<file path="config.mk">
export PLATFORM = sky130hd
export DESIGN_NAME = uhrrc_top
export DESIGN_NICKNAME = d
export VERILOG_FILES = /design/src/design/uhrrc_pkg.sv /design/src/design/uhrrc_core_if.sv /design/src/design/uhrrc_frame_timer.sv /design/src/design/uhrrc_root_ports.sv /design/src/design/uhrrc_top.sv
export SDC_FILE = /design/constraint.sdc
export NUM_CORES = 1
export LEC_CHECK = 0
export BUFFER_PORTS_ARGS = -buffer_cell sky130_fd_sc_hd__buf_2
export CORE_ASPECT_RATIO = 1.4
export CORE_MARGIN = 2
export CORE_UTILIZATION = 51
export CTS_CLUSTER_DIAMETER = 40
export DETAILED_ROUTE_END_ITERATION = 8
export GPL_TIMING_DRIVEN = 0
export HOLD_SLACK_MARGIN = 0.03
export PLACE_DENSITY = 0.72
export SYNTH_ARGS = -nofsm -noshare
export SYNTH_HDL_FRONTEND = slang
export SYNTH_SLANG_ARGS = --single-unit
</file>
<file path="constraint.sdc">
create_clock -name sys_clk -period 2.95 [get_ports sys_clk]
set_input_delay 0.4425 -clock sys_clk [delete_from_list [all_inputs] [get_ports sys_clk]]
set_output_delay 0.4425 -clock sys_clk [all_outputs]
set_load 0.01 [all_outputs]
</file>
<file path="src/design/uhrrc_pkg.sv">
// shared constants for the usb host run/stop and reset control block
`default_nettype none
package uhrrc_pkg;
	// ----------------------------------------------------------------
	// register map (byte addresses on the apb bus)
	// ----------------------------------------------------------------
	localparam int ADDR_W = 8;
	localparam logic [7:0] OFF_CMD = 8'h00; // command: run, soft reset, bus reset, debug
	localparam logic [7:0] OFF_STS = 8'h04; // status: halted and fatal error flags
	localparam logic [7:0] OFF_FIDX = 8'h08; // frame index
	localparam logic [7:0] OFF_PSC0 = 8'h0c; // port 0 state/control
	localparam logic [7:0] OFF_PSC1 = 8'h10; // port 1 state/control
	// ----------------------------------------------------------------
	// field positions
	// ----------------------------------------------------------------
	localparam int CMD_RUN = 0; // run_halt_ctl
	localparam int CMD_HCRST = 1; // controller_soft_reset
	localparam int CMD_GRST = 2; // bus_wide_reset_ctl
	localparam int CMD_DBG = 5; // single_step_debug
	localparam int STS_BERR = 3; // host bus error
	localparam int STS_PERR = 4; // descriptor consistency failure
	localparam int STS_HALT = 5; // halted_flag
	localparam int PSC_CONN = 0; // connect status
	localparam int PSC_CCHG = 1; // connect change
	localparam int PSC_EN = 2; // port enabled
	localparam int PSC_ECHG = 3; // enable change
	localparam int PSC_LS = 8; // low speed device attached
	localparam int NUM_PORTS = 2;
	localparam int FIDX_W = 11;
	// ----------------------------------------------------------------
	// reset values and timing
	// ----------------------------------------------------------------
	localparam logic [31:0] RST_VAL = 32'h0000_0000;
	localparam int CLK_PERIOD_NS = 25; // 40 mhz system clock
	localparam int FRAME_NS = 1000000; // 1.0 ms frame
	localparam int FRAME_CYCLES = FRAME_NS / CLK_PERIOD_NS; // longest time, rounds down
	localparam int DET_NS = 5333; // about 64 full speed bit times
	localparam int DET_CYCLES = DET_NS / CLK_PERIOD_NS;
	localparam int HCRST_CYCLES = 16; // length of the internal soft reset pulse
	// ----------------------------------------------------------------
	// control state machine
	// ----------------------------------------------------------------
	typedef enum logic [1:0] {
		ST_HALT = 2'b00,
		ST_RUN = 2'b01,
		ST_STOP = 2'b10,
		ST_HCRST = 2'b11
	} uhrrc_state_type;
endpackage
`default_nettype wire

</file>
<file path="src/design/uhrrc_core_if.sv">
// interface joining the control core with its frame timer and root ports
`default_nettype none
interface uhrrc_core_if;
	import uhrrc_pkg::*;
	logic glob_rst; // whole-logic reset (chip or bus-wide)
	logic hc_rst; // controller soft reset in progress
	logic frame_run; // frame timer counts
	logic frame_clr; // frame timer back to frame start
	logic fidx_wr; // software load of the frame index
	logic [FIDX_W-1:0] fidx_wdata;
	logic [FIDX_W-1:0] frame_index;
	logic port_wr; // write strobe to one port register
	logic port_sel;
	logic [15:0] port_wdata;
	logic [NUM_PORTS-1:0] attached;
	logic [NUM_PORTS-1:0] low_speed;
	logic [15:0] port_stat [NUM_PORTS];
	modport ctl (output glob_rst, hc_rst, frame_run, frame_clr, fidx_wr, fidx_wdata, port_wr, port_sel,
		port_wdata, attached, low_speed, input frame_index, port_stat);
	modport frame (input glob_rst, frame_run, frame_clr, fidx_wr, fidx_wdata, output frame_index);
	modport port (input glob_rst, hc_rst, port_wr, port_sel, port_wdata, attached, low_speed,
		output port_stat);
endinterface
`default_nettype wire

</file>
<file path="src/design/uhrrc_frame_timer.sv">
// one millisecond frame timer and frame index counter
`default_nettype none
module uhrrc_frame_timer import uhrrc_pkg::*; #(
	parameter int FRAME_LEN = FRAME_CYCLES
) (
	input wire logic sys_clk,
	uhrrc_core_if.frame cif
);
	// ----------------------------------------------------------------
	// counter state
	// ----------------------------------------------------------------
	logic [31:0] cnt_q, cnt_d; // cycles into the current frame
	logic [FIDX_W-1:0] idx_q, idx_d; // frame index

	// next values: clear wins, then a load, then counting
	always_comb begin
		cnt_d = cnt_q;
		idx_d = idx_q;
		if (cif.frame_clr) begin
			cnt_d = '0; // restart at a frame boundary, index kept
		end else if (cif.frame_run) begin
			if (cnt_q == 32'(FRAME_LEN - 1)) begin
				cnt_d = '0;
				idx_d = idx_q + 11'h001;
			end else begin
				cnt_d = cnt_q + 32'h1;
			end
		end
		// frozen when neither run nor clear: debug stop keeps its place
		if (cif.fidx_wr) begin
			idx_d = cif.fidx_wdata;
		end
	end

	// register stage
	always_ff @(posedge sys_clk) begin
		if (cif.glob_rst) begin
			cnt_q <= '0;
			idx_q <= '0;
		end else begin
			cnt_q <= cnt_d;
			idx_q <= idx_d;
		end
	end

	assign cif.frame_index = idx_q;
endmodule
`default_nettype wire

</file>
<file path="src/design/uhrrc_root_ports.sv">
// root hub port connect/disconnect machines, one per port
`default_nettype none
module uhrrc_root_ports import uhrrc_pkg::*; #(
	parameter int DET_LEN = DET_CYCLES
) (
	input wire logic sys_clk,
	uhrrc_core_if.port cif
);
	genvar gi;
	// ----------------------------------------------------------------
	// per port state
	// ----------------------------------------------------------------
	for (gi = 0; gi < NUM_PORTS; gi++) begin : g_port
		logic conn_q, conn_d; // connect status
		logic cchg_q, cchg_d; // connect change, write one to clear
		logic en_q, en_d; // port enabled
		logic echg_q, echg_d; // enable change, write one to clear
		logic ls_q, ls_d; // low speed
		logic [15:0] det_q, det_d; // settle delay after soft reset
		logic wr;

		assign wr = cif.port_wr && (cif.port_sel == 1'(gi));

		// next values
		always_comb begin
			conn_d = conn_q;
			cchg_d = cchg_q;
			en_d = en_q;
			echg_d = echg_q;
			ls_d = ls_q;
			det_d = det_q;
			// software side first so hardware events override
			if (wr) begin
				if (cif.port_wdata[PSC_CCHG]) cchg_d = 1'b0;
				if (cif.port_wdata[PSC_ECHG]) echg_d = 1'b0;
				en_d = cif.port_wdata[PSC_EN] && conn_q; // cannot enable an empty port
			end
			if (cif.hc_rst) begin
				// virtual disconnect even with a device present
				conn_d = 1'b0;
				en_d = 1'b0;
				ls_d = 1'b0;
				cchg_d = 1'b1;
				echg_d = 1'b1;
				det_d = 16'(DET_LEN);
			end else if (det_q != 16'h0000) begin
				det_d = det_q - 16'h0001; // detection held off
			end else if (cif.attached[gi] != conn_q) begin
				// fresh detection of connect and speed
				conn_d = cif.attached[gi];
				ls_d = cif.attached[gi] && cif.low_speed[gi];
				cchg_d = 1'b1;
				if (!cif.attached[gi] && en_q) begin
					en_d = 1'b0;
					echg_d = 1'b1;
				end
			end
		end

		// register stage
		always_ff @(posedge sys_clk) begin
			if (cif.glob_rst) begin
				conn_q <= 1'b0;
				cchg_q <= 1'b0;
				en_q <= 1'b0;
				echg_q <= 1'b0;
				ls_q <= 1'b0;
				det_q <= '0;
			end else begin
				conn_q <= conn_d;
				cchg_q <= cchg_d;
				en_q <= en_d;
				echg_q <= echg_d;
				ls_q <= ls_d;
				det_q <= det_d;
			end
		end

		// only bits 8 and 3:0 live here; soft reset touches nothing else
		assign cif.port_stat[gi] = {7'h00, ls_q, 4'h0, echg_q, en_q, cchg_q, conn_q};
	end
endmodule
`default_nettype wire

</file>
<file path="src/design/uhrrc_top.sv">
// usb host controller run/stop, single step and reset control with apb registers
//
// Register access over APB and the placing of the registers were chosen for this implementation.
`default_nettype none
module uhrrc_top import uhrrc_pkg::*; #(
	parameter int FRAME_LEN = FRAME_CYCLES, // shorten for simulation
	parameter int DET_LEN = DET_CYCLES
) (
	input wire logic sys_clk,
	input wire logic srst,
	input wire logic psel,
	input wire logic penable,
	input wire logic pwrite,
	input wire logic [ADDR_W-1:0] paddr,
	input wire logic [31:0] pwdata,
	output logic [31:0] prdata,
	output logic pready,
	output logic pslverr,
	input wire logic consistency_err,
	input wire logic host_bus_err,
	input wire logic txn_busy,
	input wire logic td_fetch,
	input wire logic [NUM_PORTS-1:0] dev_attached,
	input wire logic [NUM_PORTS-1:0] dev_low_speed,
	output logic exec_en,
	output logic sof_restart,
	output logic txn_abort,
	output logic [NUM_PORTS-1:0] usb_reset_drive,
	output logic [FIDX_W-1:0] frame_index
);
	// ----------------------------------------------------------------
	// declarations
	// ----------------------------------------------------------------
	uhrrc_core_if cif();
	logic int_rst; // whole-logic reset
	logic setup; // apb setup cycle
	logic wr_acc; // apb write takes effect
	logic addr_ok; // address maps to a register
	logic run_q, run_d; // run_halt_ctl
	logic hcrst_q, hcrst_d; // controller_soft_reset
	logic grst_q, grst_d; // bus_wide_reset_ctl
	logic dbg_q, dbg_d; // single_step_debug
	logic perr_q, perr_d; // consistency failure flag
	logic berr_q, berr_d; // host bus error flag
	logic halt_q, halt_d; // halted_flag
	uhrrc_state_type st_q, st_d; // execution state
	logic [4:0] hcnt_q, hcnt_d; // soft reset length count
	logic exec_q, exec_d; // engine allowed to run transactions
	logic sof_q, sof_d; // restart from frame start
	logic abort_q, abort_d; // abort transaction pulse
	logic frun_q, frun_d; // frame timer running
	logic fclr_q, fclr_d; // frame timer cleared
	logic [NUM_PORTS-1:0] ures_q, ures_d; // usb reset signalling
	logic [31:0] rdata_q, rdata_d;
	logic rdy_q, rdy_d;
	logic err_q, err_d;
	logic [31:0] cmd_word;
	logic [31:0] sts_word;

	// ----------------------------------------------------------------
	// submodules
	// ----------------------------------------------------------------
	uhrrc_frame_timer #(
		.FRAME_LEN(FRAME_LEN)
	) u_frame (
		.sys_clk(sys_clk),
		.cif(cif.frame)
	);

	uhrrc_root_ports #(
		.DET_LEN(DET_LEN)
	) u_ports (
		.sys_clk(sys_clk),
		.cif(cif.port)
	);

	// chip reset or the bus reset bit clears the frame timer, ports, status flags and state machine
	assign int_rst = srst || grst_q;
	assign cif.glob_rst = int_rst;
	assign cif.hc_rst = (st_q == ST_HCRST);
	assign cif.frame_run = frun_q;
	assign cif.frame_clr = fclr_q;
	assign cif.attached = dev_attached;
	assign cif.low_speed = dev_low_speed;

	// ----------------------------------------------------------------
	// apb decode
	// ----------------------------------------------------------------
	// zero wait states: pready rises in the first access cycle
	assign setup = psel && !penable;
	assign wr_acc = psel && penable && rdy_q && pwrite && !err_q;
	assign addr_ok = (paddr == OFF_CMD) || (paddr == OFF_STS) || (paddr == OFF_FIDX) ||
		(paddr == OFF_PSC0) || (paddr == OFF_PSC1);
	assign cmd_word = {26'h0, dbg_q, 2'b00, grst_q, hcrst_q, run_q};
	assign sts_word = {26'h0, halt_q, perr_q, berr_q, 3'b000};
	// frame index accepted only while stopped
	assign cif.fidx_wr = wr_acc && (paddr == OFF_FIDX) && !run_q;
	assign cif.fidx_wdata = pwdata[FIDX_W-1:0];
	assign cif.port_wr = wr_acc && ((paddr == OFF_PSC0) || (paddr == OFF_PSC1));
	assign cif.port_sel = (paddr == OFF_PSC1);
	assign cif.port_wdata = pwdata[15:0];

	// read data is captured in the setup cycle
	always_comb begin
		rdata_d = rdata_q;
		rdy_d = setup;
		err_d = 1'b0; // the error answer stands only beside its ready
		if (setup) begin
			err_d = !addr_ok; // unmapped: slave error, write dropped
			unique case (paddr)
				OFF_CMD: rdata_d = cmd_word;
				OFF_STS: rdata_d = sts_word;
				OFF_FIDX: rdata_d = {21'h0, cif.frame_index};
				OFF_PSC0: rdata_d = {16'h0, cif.port_stat[0]};
				OFF_PSC1: rdata_d = {16'h0, cif.port_stat[1]};
				default: rdata_d = RST_VAL;
			endcase
		end
	end

	// bus answer registers; follow chip reset only so the bus lives on
	always_ff @(posedge sys_clk) begin
		if (srst) begin
			rdata_q <= RST_VAL;
			rdy_q <= 1'b0;
			err_q <= 1'b0;
		end else begin
			rdata_q <= rdata_d;
			rdy_q <= rdy_d;
			err_q <= err_d;
		end
	end

	// ----------------------------------------------------------------
	// command register
	// ----------------------------------------------------------------
	// hardware clears win over a software write in the same cycle
	always_comb begin
		run_d = run_q;
		hcrst_d = hcrst_q;
		grst_d = grst_q;
		dbg_d = dbg_q;
		if (wr_acc && (paddr == OFF_CMD)) begin
			run_d = pwdata[CMD_RUN];
			hcrst_d = pwdata[CMD_HCRST] || hcrst_q; // software cannot cut it short
			grst_d = pwdata[CMD_GRST]; // only software or chip reset clears it
			// debug is meant to change only while halted; not enforced
			dbg_d = pwdata[CMD_DBG];
		end
		if (consistency_err || host_bus_err) begin
			run_d = 1'b0;
		end
		if (dbg_q && td_fetch && (st_q == ST_RUN)) begin
			run_d = 1'b0; // single step: stop after this descriptor
		end
		if ((st_q == ST_HCRST) && (hcnt_q == 5'h00)) begin
			hcrst_d = 1'b0;
			run_d = 1'b0;
		end
		if (grst_q) begin
			// bus reset holds every other control bit at its reset value
			run_d = 1'b0;
			hcrst_d = 1'b0;
			dbg_d = 1'b0;
		end
	end

	// the bus reset bit itself survives its own reset
	always_ff @(posedge sys_clk) begin
		if (srst) begin
			run_q <= 1'b0;
			hcrst_q <= 1'b0;
			grst_q <= 1'b0;
			dbg_q <= 1'b0;
		end else begin
			run_q <= run_d;
			hcrst_q <= hcrst_d;
			grst_q <= grst_d;
			dbg_q <= dbg_d;
		end
	end

	// ----------------------------------------------------------------
	// status flags
	// ----------------------------------------------------------------
	// write one to clear; a new error in the same cycle stays set
	always_comb begin
		perr_d = perr_q;
		berr_d = berr_q;
		if (wr_acc && (paddr == OFF_STS)) begin
			if (pwdata[STS_PERR]) perr_d = 1'b0;
			if (pwdata[STS_BERR]) berr_d = 1'b0;
		end
		if (consistency_err) perr_d = 1'b1;
		if (host_bus_err) berr_d = 1'b1;
	end

	always_ff @(posedge sys_clk) begin
		if (int_rst) begin
			perr_q <= 1'b0;
			berr_q <= 1'b0;
		end else begin
			perr_q <= perr_d;
			berr_q <= berr_d;
		end
	end

	// ----------------------------------------------------------------
	// execution state machine
	// ----------------------------------------------------------------
	always_comb begin
		st_d = st_q;
		hcnt_d = hcnt_q;
		halt_d = halt_q;
		sof_d = 1'b0;
		abort_d = 1'b0;
		fclr_d = 1'b0;
		unique case (st_q)
			ST_HALT: begin
				if (hcrst_q) begin
					st_d = ST_HCRST;
				end else if (run_q) begin
					st_d = ST_RUN;
					halt_d = 1'b0;
					if (!dbg_q) begin
						// fresh start at a frame boundary from the frame index
						sof_d = 1'b1;
						fclr_d = 1'b1;
					end
					// in debug the engine resumes its saved place
				end
			end
			ST_RUN: begin
				if (hcrst_q) begin
					st_d = ST_HCRST;
				end else if (!run_q) begin
					st_d = ST_STOP;
				end
			end
			ST_STOP: begin
				// the transaction on the wire is allowed to finish
				if (hcrst_q) begin
					st_d = ST_HCRST;
				end else if (!txn_busy) begin
					st_d = ST_HALT;
					halt_d = 1'b1;
					// normal stop rewinds the timer; debug stop freezes it
					fclr_d = !dbg_q;
				end
			end
			ST_HCRST: begin
				if (hcnt_q == 5'h00) begin
					st_d = ST_HALT;
				end else begin
					hcnt_d = hcnt_q - 5'h01;
				end
			end
		endcase
		if (hcrst_q && (st_q != ST_HCRST)) begin
			// entering soft reset: cut off the wire at once
			hcnt_d = 5'(HCRST_CYCLES - 1);
			abort_d = 1'b1;
			fclr_d = 1'b1;
			halt_d = 1'b0;
		end
	end

	// engine permission and frame timer follow the next state
	always_comb begin
		exec_d = (st_d == ST_RUN);
		frun_d = (st_d == ST_RUN) || (st_d == ST_STOP);
		ures_d = {NUM_PORTS{grst_q}};
	end

	always_ff @(posedge sys_clk) begin
		if (int_rst) begin
			st_q <= ST_HALT;
			hcnt_q <= '0;
			halt_q <= 1'b0;
			sof_q <= 1'b0;
			abort_q <= 1'b0;
			fclr_q <= 1'b0;
			exec_q <= 1'b0;
			frun_q <= 1'b0;
		end else begin
			st_q <= st_d;
			hcnt_q <= hcnt_d;
			halt_q <= halt_d;
			sof_q <= sof_d;
			abort_q <= abort_d;
			fclr_q <= fclr_d;
			exec_q <= exec_d;
			frun_q <= frun_d;
		end
	end

	// usb reset follows chip reset only, so it stays up during bus reset
	always_ff @(posedge sys_clk) begin
		if (srst) begin
			ures_q <= '0; // chip reset never signals on the usb
		end else begin
			ures_q <= ures_d;
		end
	end

	// ----------------------------------------------------------------
	// outputs
	// ----------------------------------------------------------------
	assign prdata = rdata_q;
	assign pready = rdy_q;
	assign pslverr = err_q;
	assign exec_en = exec_q;
	assign sof_restart = sof_q;
	assign txn_abort = abort_q;
	assign usb_reset_drive = ures_q;
	assign frame_index = cif.frame_index;
endmodule
`default_nettype wire

</file>
After elaboration in Yosys (flattened, before gate mapping)

Index checks and enable logic that the tools add are counted.

Output and inout port bits: 50
Register bits after elaboration: 139

$add $sub $neg: 5
Equal/unequal tests: 19
Bitwise gates (word level): 6
Reductions and logical operators: 69
Multiplexer cells: 70

Operators with widths:

| operator                | number |
|---|---|
| $pmux W11 S5            | 1 |
| $mux W1                 | 47 |
| $mux W11                | 4 |
| $add A32 B1 Y32 const B | 1 |
| $eq A32 B16 Y1 const B  | 1 |
| $mux W32                | 1 |
| $mux W8                 | 4 |
| $reduce_bool A16 Y1     | 2 |
| $sub A16 B1 Y16 const B | 2 |
| $logic_and A1 B1 Y1     | 22 |
| $reduce_bool A2 Y1      | 10 |
| $eq A8 B4 Y1 const B    | 2 |
| $mux W2                 | 7 |
| $mux W4                 | 3 |
| $ne A2 B2 Y1 const B    | 6 |
| $reduce_and A2 Y1       | 6 |
| $reduce_or A2 Y1        | 6 |
| $add A11 B1 Y11 const B | 1 |
| $logic_or A1 B1 Y1      | 9 |
| $eq A8 B3 Y1 const B    | 1 |
| $eq A8 B5 Y1 const B    | 1 |
| $logic_not A8 Y1        | 1 |
| $pmux W2 S4             | 1 |
| $logic_not A1 Y1        | 7 |
| 13 further kinds        | 23 |

Logic depth before layout (Yosys ltp)

Gate-level depths: netlist (run 1).

Word-level depth: 11
Gate-level depth with buffers: 8
Depth with buffers taken out: 7

Modules after synthesis

From an unflattened synthesis (run 1), not the netlist that was laid out.

Cell total of the unflattened synthesis: 782
Area total of the unflattened synthesis: 6712.7 um2

By module, submodules not included:

| module            | instances | area an instance (um2) | cells an instance |
|---|---|---|---|
| uhrrc_root_ports  | 1         | 2441.1                 | 302 |
| uhrrc_frame_timer | 1         | 2244.7                 | 249 |
| uhrrc_top         | 1         | 2026.9                 | 231 |

Worst setup path after synthesis (run 1)

Ideal clock, no wire load.

Kind: flip-flop to flip-flop
From: register u_ports.g_port[1].det_q[0]
To: register u_ports.g_port[1].det_q[15]
Library setup time: 123 ps
Setup slack: 780 ps
Arrival: 2047 ps
Stages on the path, launching flop included: 9
Cell sequence: dfxtp_1 > inv_1 > ha_1 > nor3b_1 > and2_1 > clkbuf_1 > a2111oi_4 > nand4b_1 > mux2_1

Word-level cells in the longest chain between the ends: 1
Elaborated cells on any way between the ends: 2

RTL lines:

| element                                                | line                                           | RTL |
|---|---|---|
| start: declaration                                     | uhrrc_root_ports.sv:19                         | `logic [15:0] det_q, det_d;` |
| start signal: assignment                               | uhrrc_root_ports.sv:75                         | `det_q <= det_d;` |
| $sub A16 B1 Y16 or $reduce_bool A16 Y1 (tied branches) | uhrrc_root_ports.sv:47, uhrrc_root_ports.sv:46 |  |

Parallel ways exist; a longest one is shown, timed or not.
A chain may end at the register's enable or synchronous reset.

Final worst setup path (run 1)

Same ends and word-level chain as after synthesis.

==> impl_metrics.py, run 1 <==
metrics = {
    "floorplan": {
        "fp.dieW_um": 95.3,
        "rows": 46,
        "die_h_um": 132,
        "ios": 103,
        "initial_core_util": 0.525,
        "die_area_mm2": 0.0126,
        "core_area_mm2": 0.0113,
    },
    "timing": {
        "setup_ws_ns": 0.457,
        "fin_setup_tns_ns": 0,
        "min_period_ns": 2.49,
        "max_freq_mhz": 401,
        "rsz0062_at_grt": "no",
        "setup_violations": 0,
        "worst_pin_slew_ns": 0.932,
        "max-slew-margin-rel": 0.373,
        "hold_ws_ns": 0.304,
        "finalClockSkew_ns": 0.00673,
        "timing.final.max_slew_violations": 0,
        "period_share": 0.845,
        "final-hold-violation-count": 0,
    },
    "clock_tree": {
        "clkSlewWorstSetupHoldPaths_ns": 0.05,
        "clk-insertion-delay-late_ns": 0.41,
        "cts.sinks": 118,
        "h-tree-depth": 4,
        "cts_tree": "done",
        "ctsHoldBuffers": 0,
        "cts_setup_buffers": 0,
        "cts_buffers": 17,
        "clockBufferDepth": 2,
        "ctsResizeCount": 0,
        "cts_root_buf": "clkbuf_16",
    },
    "route": {
        "via_count": 5422,
        "drt-initial-drc-count": 248,
        "viasPerCell": 5.65,
        "routed.top_layer": "met4",
        "antenna_left": 0,
        "totalWireLength_um": 14700,
        "wl_met3_um": 667,
        "route.met2.wl_um": 7720,
        "dr.pass1.iters": 5,
        "wl_per_cell_um": 15.3,
        "wl_met1_um": 5970,
        "drc": 0,
    },
    "power": {
        "power.density_mw_per_mm2": 828,
        "seqPwrFrac": 0.342,
        "ir_worst_vdd_mv": 0.668,
        "p_clk_frac": 0.381,
        "p_int_uw": 4030,
        "power_switching_uw": 1890,
        "swShare": 0.319,
        "power_frac_comb": 0.278,
        "p_leak_uw": 0.00281,
    },
    "synth": {
        "avgSynthCellArea_um2": 8.44,
        "yosysWarnings": 0,
        "ys_types": 60,
        "synth_edf_count": 0,
        "synth_seq_area_share": 0.397,
        "synthArstFlopShare": 0,
        "synth_area_leaders": "dfxtp_1, nor2_1, xor2_1, xnor2_1, a21oi_1",
        "ys_ff_latch": 118,
        "netlist.area_leader.share": 0.397,
        "synthDominantAreaCellType": "dfxtp_1",
        "synth_flop_cell": "dfxtp_1",
        "synthTopCellsByCount": "dfxtp_1, nor2_1, a21oi_1, nand2_1, xor2_1",
        "netlist_area_mm2": 0.00596,
        "yosysMostFrequentCell": "dfxtp_1",
        "synthCells": 706,
    },
    "setup_path": {
        "crit_path_start_kind": "flip-flop",
        "required_ns": 3.24,
        "end_kind": "flip-flop",
        "cp_max_fo": 7,
        "arrival_ns": 2.78,
        "crit_type": "flip-flop to flip-flop",
    },
    "flow_run": {
        "cap_violations": 0,
    },
    "global_route": {
        "groute.usage.overall": 0.239,
        "grt-ovfl-total": 0,
        "grt_max_degree": 17,
        "grt_antenna_before_repair": 0,
        "grt_pass1_vias": 5163,
        "grt_pass1_wl_um": 24300,
    },
    "layout": {
        "antenna_cells": 0,
        "layout-drive-gt1-share": 0.162,
        "syn_to_final_growth_pct": 20.0,
        "nNetsFinal": 865,
    },
    "placement": {
        "io_buffer_count": 58,
        "place_ws_ns": 0.476,
        "gp_congestion": 0.908,
        "dpl.hpwl_um": 10700,
    },
    "status": {
        "status": "completed",
    },
    "hold_path": {
        "hold_path_class": "input port to flip-flop",
    },
}
==> worst max-delay path, stage by stage, from the launching register on <==
cell and delay [ns]:
dfxtp_1 0.49, inv_1 0.11, ha_1 0.22, nor3b_1 0.15
and2_1 0.16, clkbuf_1 0.21, a2111oi_4 0.54, nand4b_1 0.16
mux2_1 0.33
==> cells by family (layout without fill, tap and decap cells) <==
logic type	after synthesis	in the layout	synth area share
adders and majority gates	9	9	0.0189
buffers and inverters	69	159	0.0584
AOI/OAI and AO/OA	112	112	0.113
xor gates and xnor gates	64	64	0.0941
and+or+nand+nor	318	318	0.293
DFF	118	118	0.397
other	1	21	0.000630
muxes	15	15	0.0258
==> layout make-up <==
cell class | instances | area, um^2
Fill cell | 970 | 4190
Clock inverter | 12 | 201
Clock buffer | 20 | 447
Multi-Input combinational cell | 539 | 3320
Tap cell | 144 | 180
Sequential cell | 118 | 2360
Timing Repair Buffer | 58 | 290
Inverter | 13 | 48.8
Buffer | 56 | 299
==> metal layers <==
layer / GRT usage / vias to the layer above
met5: 0 / -
met4: 0.101 / 0
met3: 0.0515 / 32
met2: 0.420 / 147
met1: 0.274 / 2586
li1: - / 2657
==> path summary, 6_finish.rpt <==
kind | start | end | slack, ns | cells after the start
setup / recovery | u_ports.g_port[1].det_q[0] | u_ports.g_port[1].det_q[15] | 0.46 | 8
hold / removal | host_bus_err | berr_q | 0.30 | 3
setup reg to reg | u_ports.g_port[1].det_q[0] | u_ports.g_port[1].det_q[15] | 0.46 | 8
hold reg to reg | prdata[8] | prdata[8] | 0.45 | 2
==> sequential cells by signal, summed over array words and instances, names as in the netlist, 2 cells and up <==
name                     cells
u_frame.cnt_q               32
u_ports.g_port.det_q        32
prdata                      11
u_frame.cif.frame_index     11
hcnt_q                       5
st_q                         2
u_ports.g_port.cchg_q        2
u_ports.g_port.conn_q        2
u_ports.g_port.echg_q        2
u_ports.g_port.en_q          2
u_ports.g_port.ls_q          2
==> per-stage QoR <==
stage | instance area [um^2] | std cells | power, uW | util
floorplan | 6030 | 726 | 3330 | -
global placement | 6500 | 928 | 3610 | 0.573
detailed placement | 6500 | 928 | 3680 | 0.573
CTS | 7150 | 960 | 5950 | 0.631
global route | 7150 | 960 | 6260 | 0.631
finish | 7150 | 960 | 5920 | 0.631
==> layout by cell type (no fill, tap or decap), types with 7 or more instances in the layout <==
cell / synthesis / routed
conb_1: 1 / 21
nor2_1: 87 / 87
and2_1: 8 / 8
inv_1: 13 / 13
and3_1: 18 / 18
clkbuf_1: 27 / 29
buf_2: 5 / 63
buf_4: 22 / 22
dfxtp_1: 118 / 118
clkbuf_16: 0 / 17
o21ai_0: 28 / 28
nor4_1: 19 / 19
nand4b_1: 7 / 7
nand4_1: 22 / 22
a21oi_1: 47 / 47
mux2i_1: 12 / 12
xor2_1: 34 / 34
nor2b_1: 10 / 10
xnor2_1: 30 / 30
or3_1: 9 / 9
nand3_1: 28 / 28
nand2b_1: 13 / 13
nor3_1: 19 / 19
nand2_1: 39 / 39
ha_1: 9 / 9
a31oi_1: 8 / 8
==> power groups by stage <==
stage / sequential, uW / clock [uW] / combinational [uW]
2_1_floorplan: 2000 / 0 / 1330
3_3_place_gp: 2040 / 0 / 1570
3_5_place_dp: 2050 / 0 / 1620
4_1_cts: 2020 / 2280 / 1650
5_1_grt: 2050 / 2360 / 1840
6_report: 2020 / 2260 / 1640
(Power assumes the default switching activity.)
==> inputs of run 2 (changes only) <==
--- a/config.mk
+++ b/config.mk
@@ -13,7 +13,7 @@
 export DETAILED_ROUTE_END_ITERATION = 8
 export GPL_TIMING_DRIVEN = 0
 export HOLD_SLACK_MARGIN = 0.03
-export PLACE_DENSITY = 0.72
+export PLACE_DENSITY = 0.75
 export SYNTH_ARGS = -nofsm -noshare
 export SYNTH_HDL_FRONTEND = slang
 export SYNTH_SLANG_ARGS = --single-unit
==> constraint.sdc (replaced) <==
create_clock -name sys_clk -period 2.25 [get_ports sys_clk]
set_input_delay 0.3375 -clock sys_clk [delete_from_list [all_inputs] [get_ports sys_clk]]
set_output_delay 0.3375 -clock sys_clk [all_outputs]
set_load 0.01 [all_outputs]
==> run 2 against run 1 <==
Compared with the run above: worst setup slack worse by 0.34 ns; sequential cell count unchanged; critical endpoint is now u_frame.cif.frame_index[7]; register-to-register slack got worse by 0.34 ns; critical path type unchanged.
==> impl_metrics.py, run 2 (synthesis gave the netlist of run 1 again) <==
metrics = {
    "global_route": {
        "groute.usage.overall": 0.239,
        "grt_max_degree": 17,
        "grt-ovfl-total": 0,
        "grt_pass1_wl_um": 24200,
        "grt_pass1_vias": 5358,
        "grt_antenna_before_repair": 0,
    },
    "route": {
        "viasPerCell": 5.69,
        "via_count": 5465,
        "route.met2.wl_um": 7700,
        "routed.top_layer": "met4",
        "drt-initial-drc-count": 316,
        "wl_per_cell_um": 15.4,
        "totalWireLength_um": 14800,
        "drc": 0,
        "antenna_left": 0,
        "dr.pass1.iters": 7,
        "wl_met3_um": 705,
        "wl_met1_um": 5900,
    },
    "timing": {
        "final-hold-violation-count": 0,
        "min_period_ns": 2.14,
        "max-slew-margin-rel": 0.420,
        "finalClockSkew_ns": 0.00687,
        "period_share": 0.950,
        "setup_violations": 0,
        "fin_setup_tns_ns": 0,
        "worst_pin_slew_ns": 0.863,
        "max_freq_mhz": 468,
        "timing.final.max_slew_violations": 0,
    },
    "clock_tree": {
        "cts_root_buf": "clkbuf_16",
        "clkSlewWorstSetupHoldPaths_ns": 0.06,
        "ctsHoldBuffers": 0,
        "cts_tree": "done",
        "cts_buffers": 17,
        "h-tree-depth": 4,
        "clk-insertion-delay-late_ns": 0.42,
        "cts.sinks": 118,
        "clockBufferDepth": 2,
    },
    "placement": {
        "gp_congestion": 0.937,
        "dpl.hpwl_um": 10700,
        "io_buffer_count": 58,
    },
    "layout": {
        "nNetsFinal": 866,
        "top_regs": "u_frame.cnt_q (32), u_ports.g_port.det_q (32)",
        "utilization": 0.633,
        "layout-drive-gt1-share": 0.180,
        "antenna_cells": 0,
        "layout_common_cells": "dfxtp_1, nor2_1, buf_2",
        "syn_to_final_growth_pct": 20.5,
        "final_common_cell": "dfxtp_1",
    },
    "floorplan": {
        "fp.dieW_um": 95.3,
        "rows": 46,
        "die_area_mm2": 0.0126,
        "die_h_um": 132,
        "initial_core_util": 0.525,
        "ios": 103,
        "core_area_mm2": 0.0113,
    },
    "power": {
        "swShare": 0.328,
        "power_frac_comb": 0.288,
        "seqPwrFrac": 0.351,
        "p_int_uw": 5100,
        "power_switching_uw": 2490,
        "p_leak_uw": 0.00283,
        "ir_worst_vdd_mv": 0.746,
        "p_clk_frac": 0.361,
        "power.density_mw_per_mm2": 1060,
    },
    "setup_path": {
        "arrival_ns": 2.42,
        "reg2reg_to": "u_frame.cif.frame_index[7]",
        "r2r-start": "u_frame.cnt_q[23]",
        "crit_type": "flip-flop to flip-flop",
        "regToRegSetupSlack_ns": 0.11,
        "reg2reg_depth": 6,
        "crit_path_start_kind": "flip-flop",
        "startpoint": "u_frame.cnt_q[23]",
        "required_ns": 2.53,
        "crit_end": "u_frame.cif.frame_index[7]",
        "end_kind": "flip-flop",
        "cp_max_fo": 10,
    },
    "status": {
        "status": "completed",
    },
    "flow_run": {
        "cap_violations": 0,
    },
    "hold_path": {
        "hold_path_class": "input port to flip-flop",
    },
}
==> run 2: cell type report <==
| cell class | count | area, um^2 |
|---|---|---|
| clock buffers | 20 | 447 |
| flip-flops and latches | 118 | 2370 |
| plain buffers | 55 | 302 |
| inverters | 13 | 48.8 |
| clock inverters | 12 | 153 |
| multi-input cells | 539 | 3370 |
| repair buffers | 60 | 305 |
| fillers | 958 | 4160 |
| well taps | 144 | 180 |
==> run 2: stage by stage <==
| step | hold slack (ns) | setup WS, ns | std cells | total power, uW | cell area, um^2 |
|---|---|---|---|---|---|
| after floorplan | 0.449 | 0.0799 | 726 | 4360 | 6030 |
| after global placement | 0.440 | -0.181 | 928 | 4720 | 6500 |
| after detailed placement | 0.448 | -0.185 | 928 | 4810 | 6500 |
| after CTS | 0.178 | 0.00159 | 960 | 7560 | 7110 |
| after global routing | 0.196 | -0.0107 | 961 | 7990 | 7180 |
| final | 0.186 | 0.112 | 961 | 7590 | 7180 |
==> run 2: worst min path at each step <==
stage | cells past startpoint | start | to | slack, ns
floorplan | 1 | hcnt_q[4] | hcnt_q[4] | 0.45
global placement | 2 | prdata[3] | prdata[3] | 0.44
detailed placement | 2 | prdata[8] | prdata[8] | 0.45
CTS | 3 | consistency_err | perr_q | 0.18
global route | 3 | host_bus_err | berr_q | 0.20
finish | 3 | host_bus_err | berr_q | 0.19
==> run 2: per-layer routing <==
metal | vias to the layer above | GRT usage
li1 | 2655 | -
met1 | 2602 | 0.262
met2 | 161 | 0.417
met3 | 47 | 0.0663
met4 | 0 | 0.111
met5 | - | 0
==> run 2: worst max-delay path, cell delays in order (launching register included) <==
cell	delay, ns
dfxtp_1	0.35
nor4_1	0.43
nand4_1	0.35
buf_2	0.30
nor4_1	0.33
xnor2_1	0.17
a21oi_1	0.08
==> run 2: what timing repair did <==
item / 4_1_cts / 5_1_grt
buffers inserted: 0 / 2
pin swaps: 1 / 4
setup endpoints to repair: 31 / 48
resized for setup: 4 / 19
gates cloned: 0 / 0
==> run 2: power by group through the flow <==
stage                     Clock, uW  Sequential (uW)  Combinational [uW]
after floorplan                   0             2630                1740
after global placement            0             2670                2050
after detailed placement          0             2690                2120
after CTS                      2760             2650                2150
after global routing           2850             2700                2440
final                          2740             2670                2190
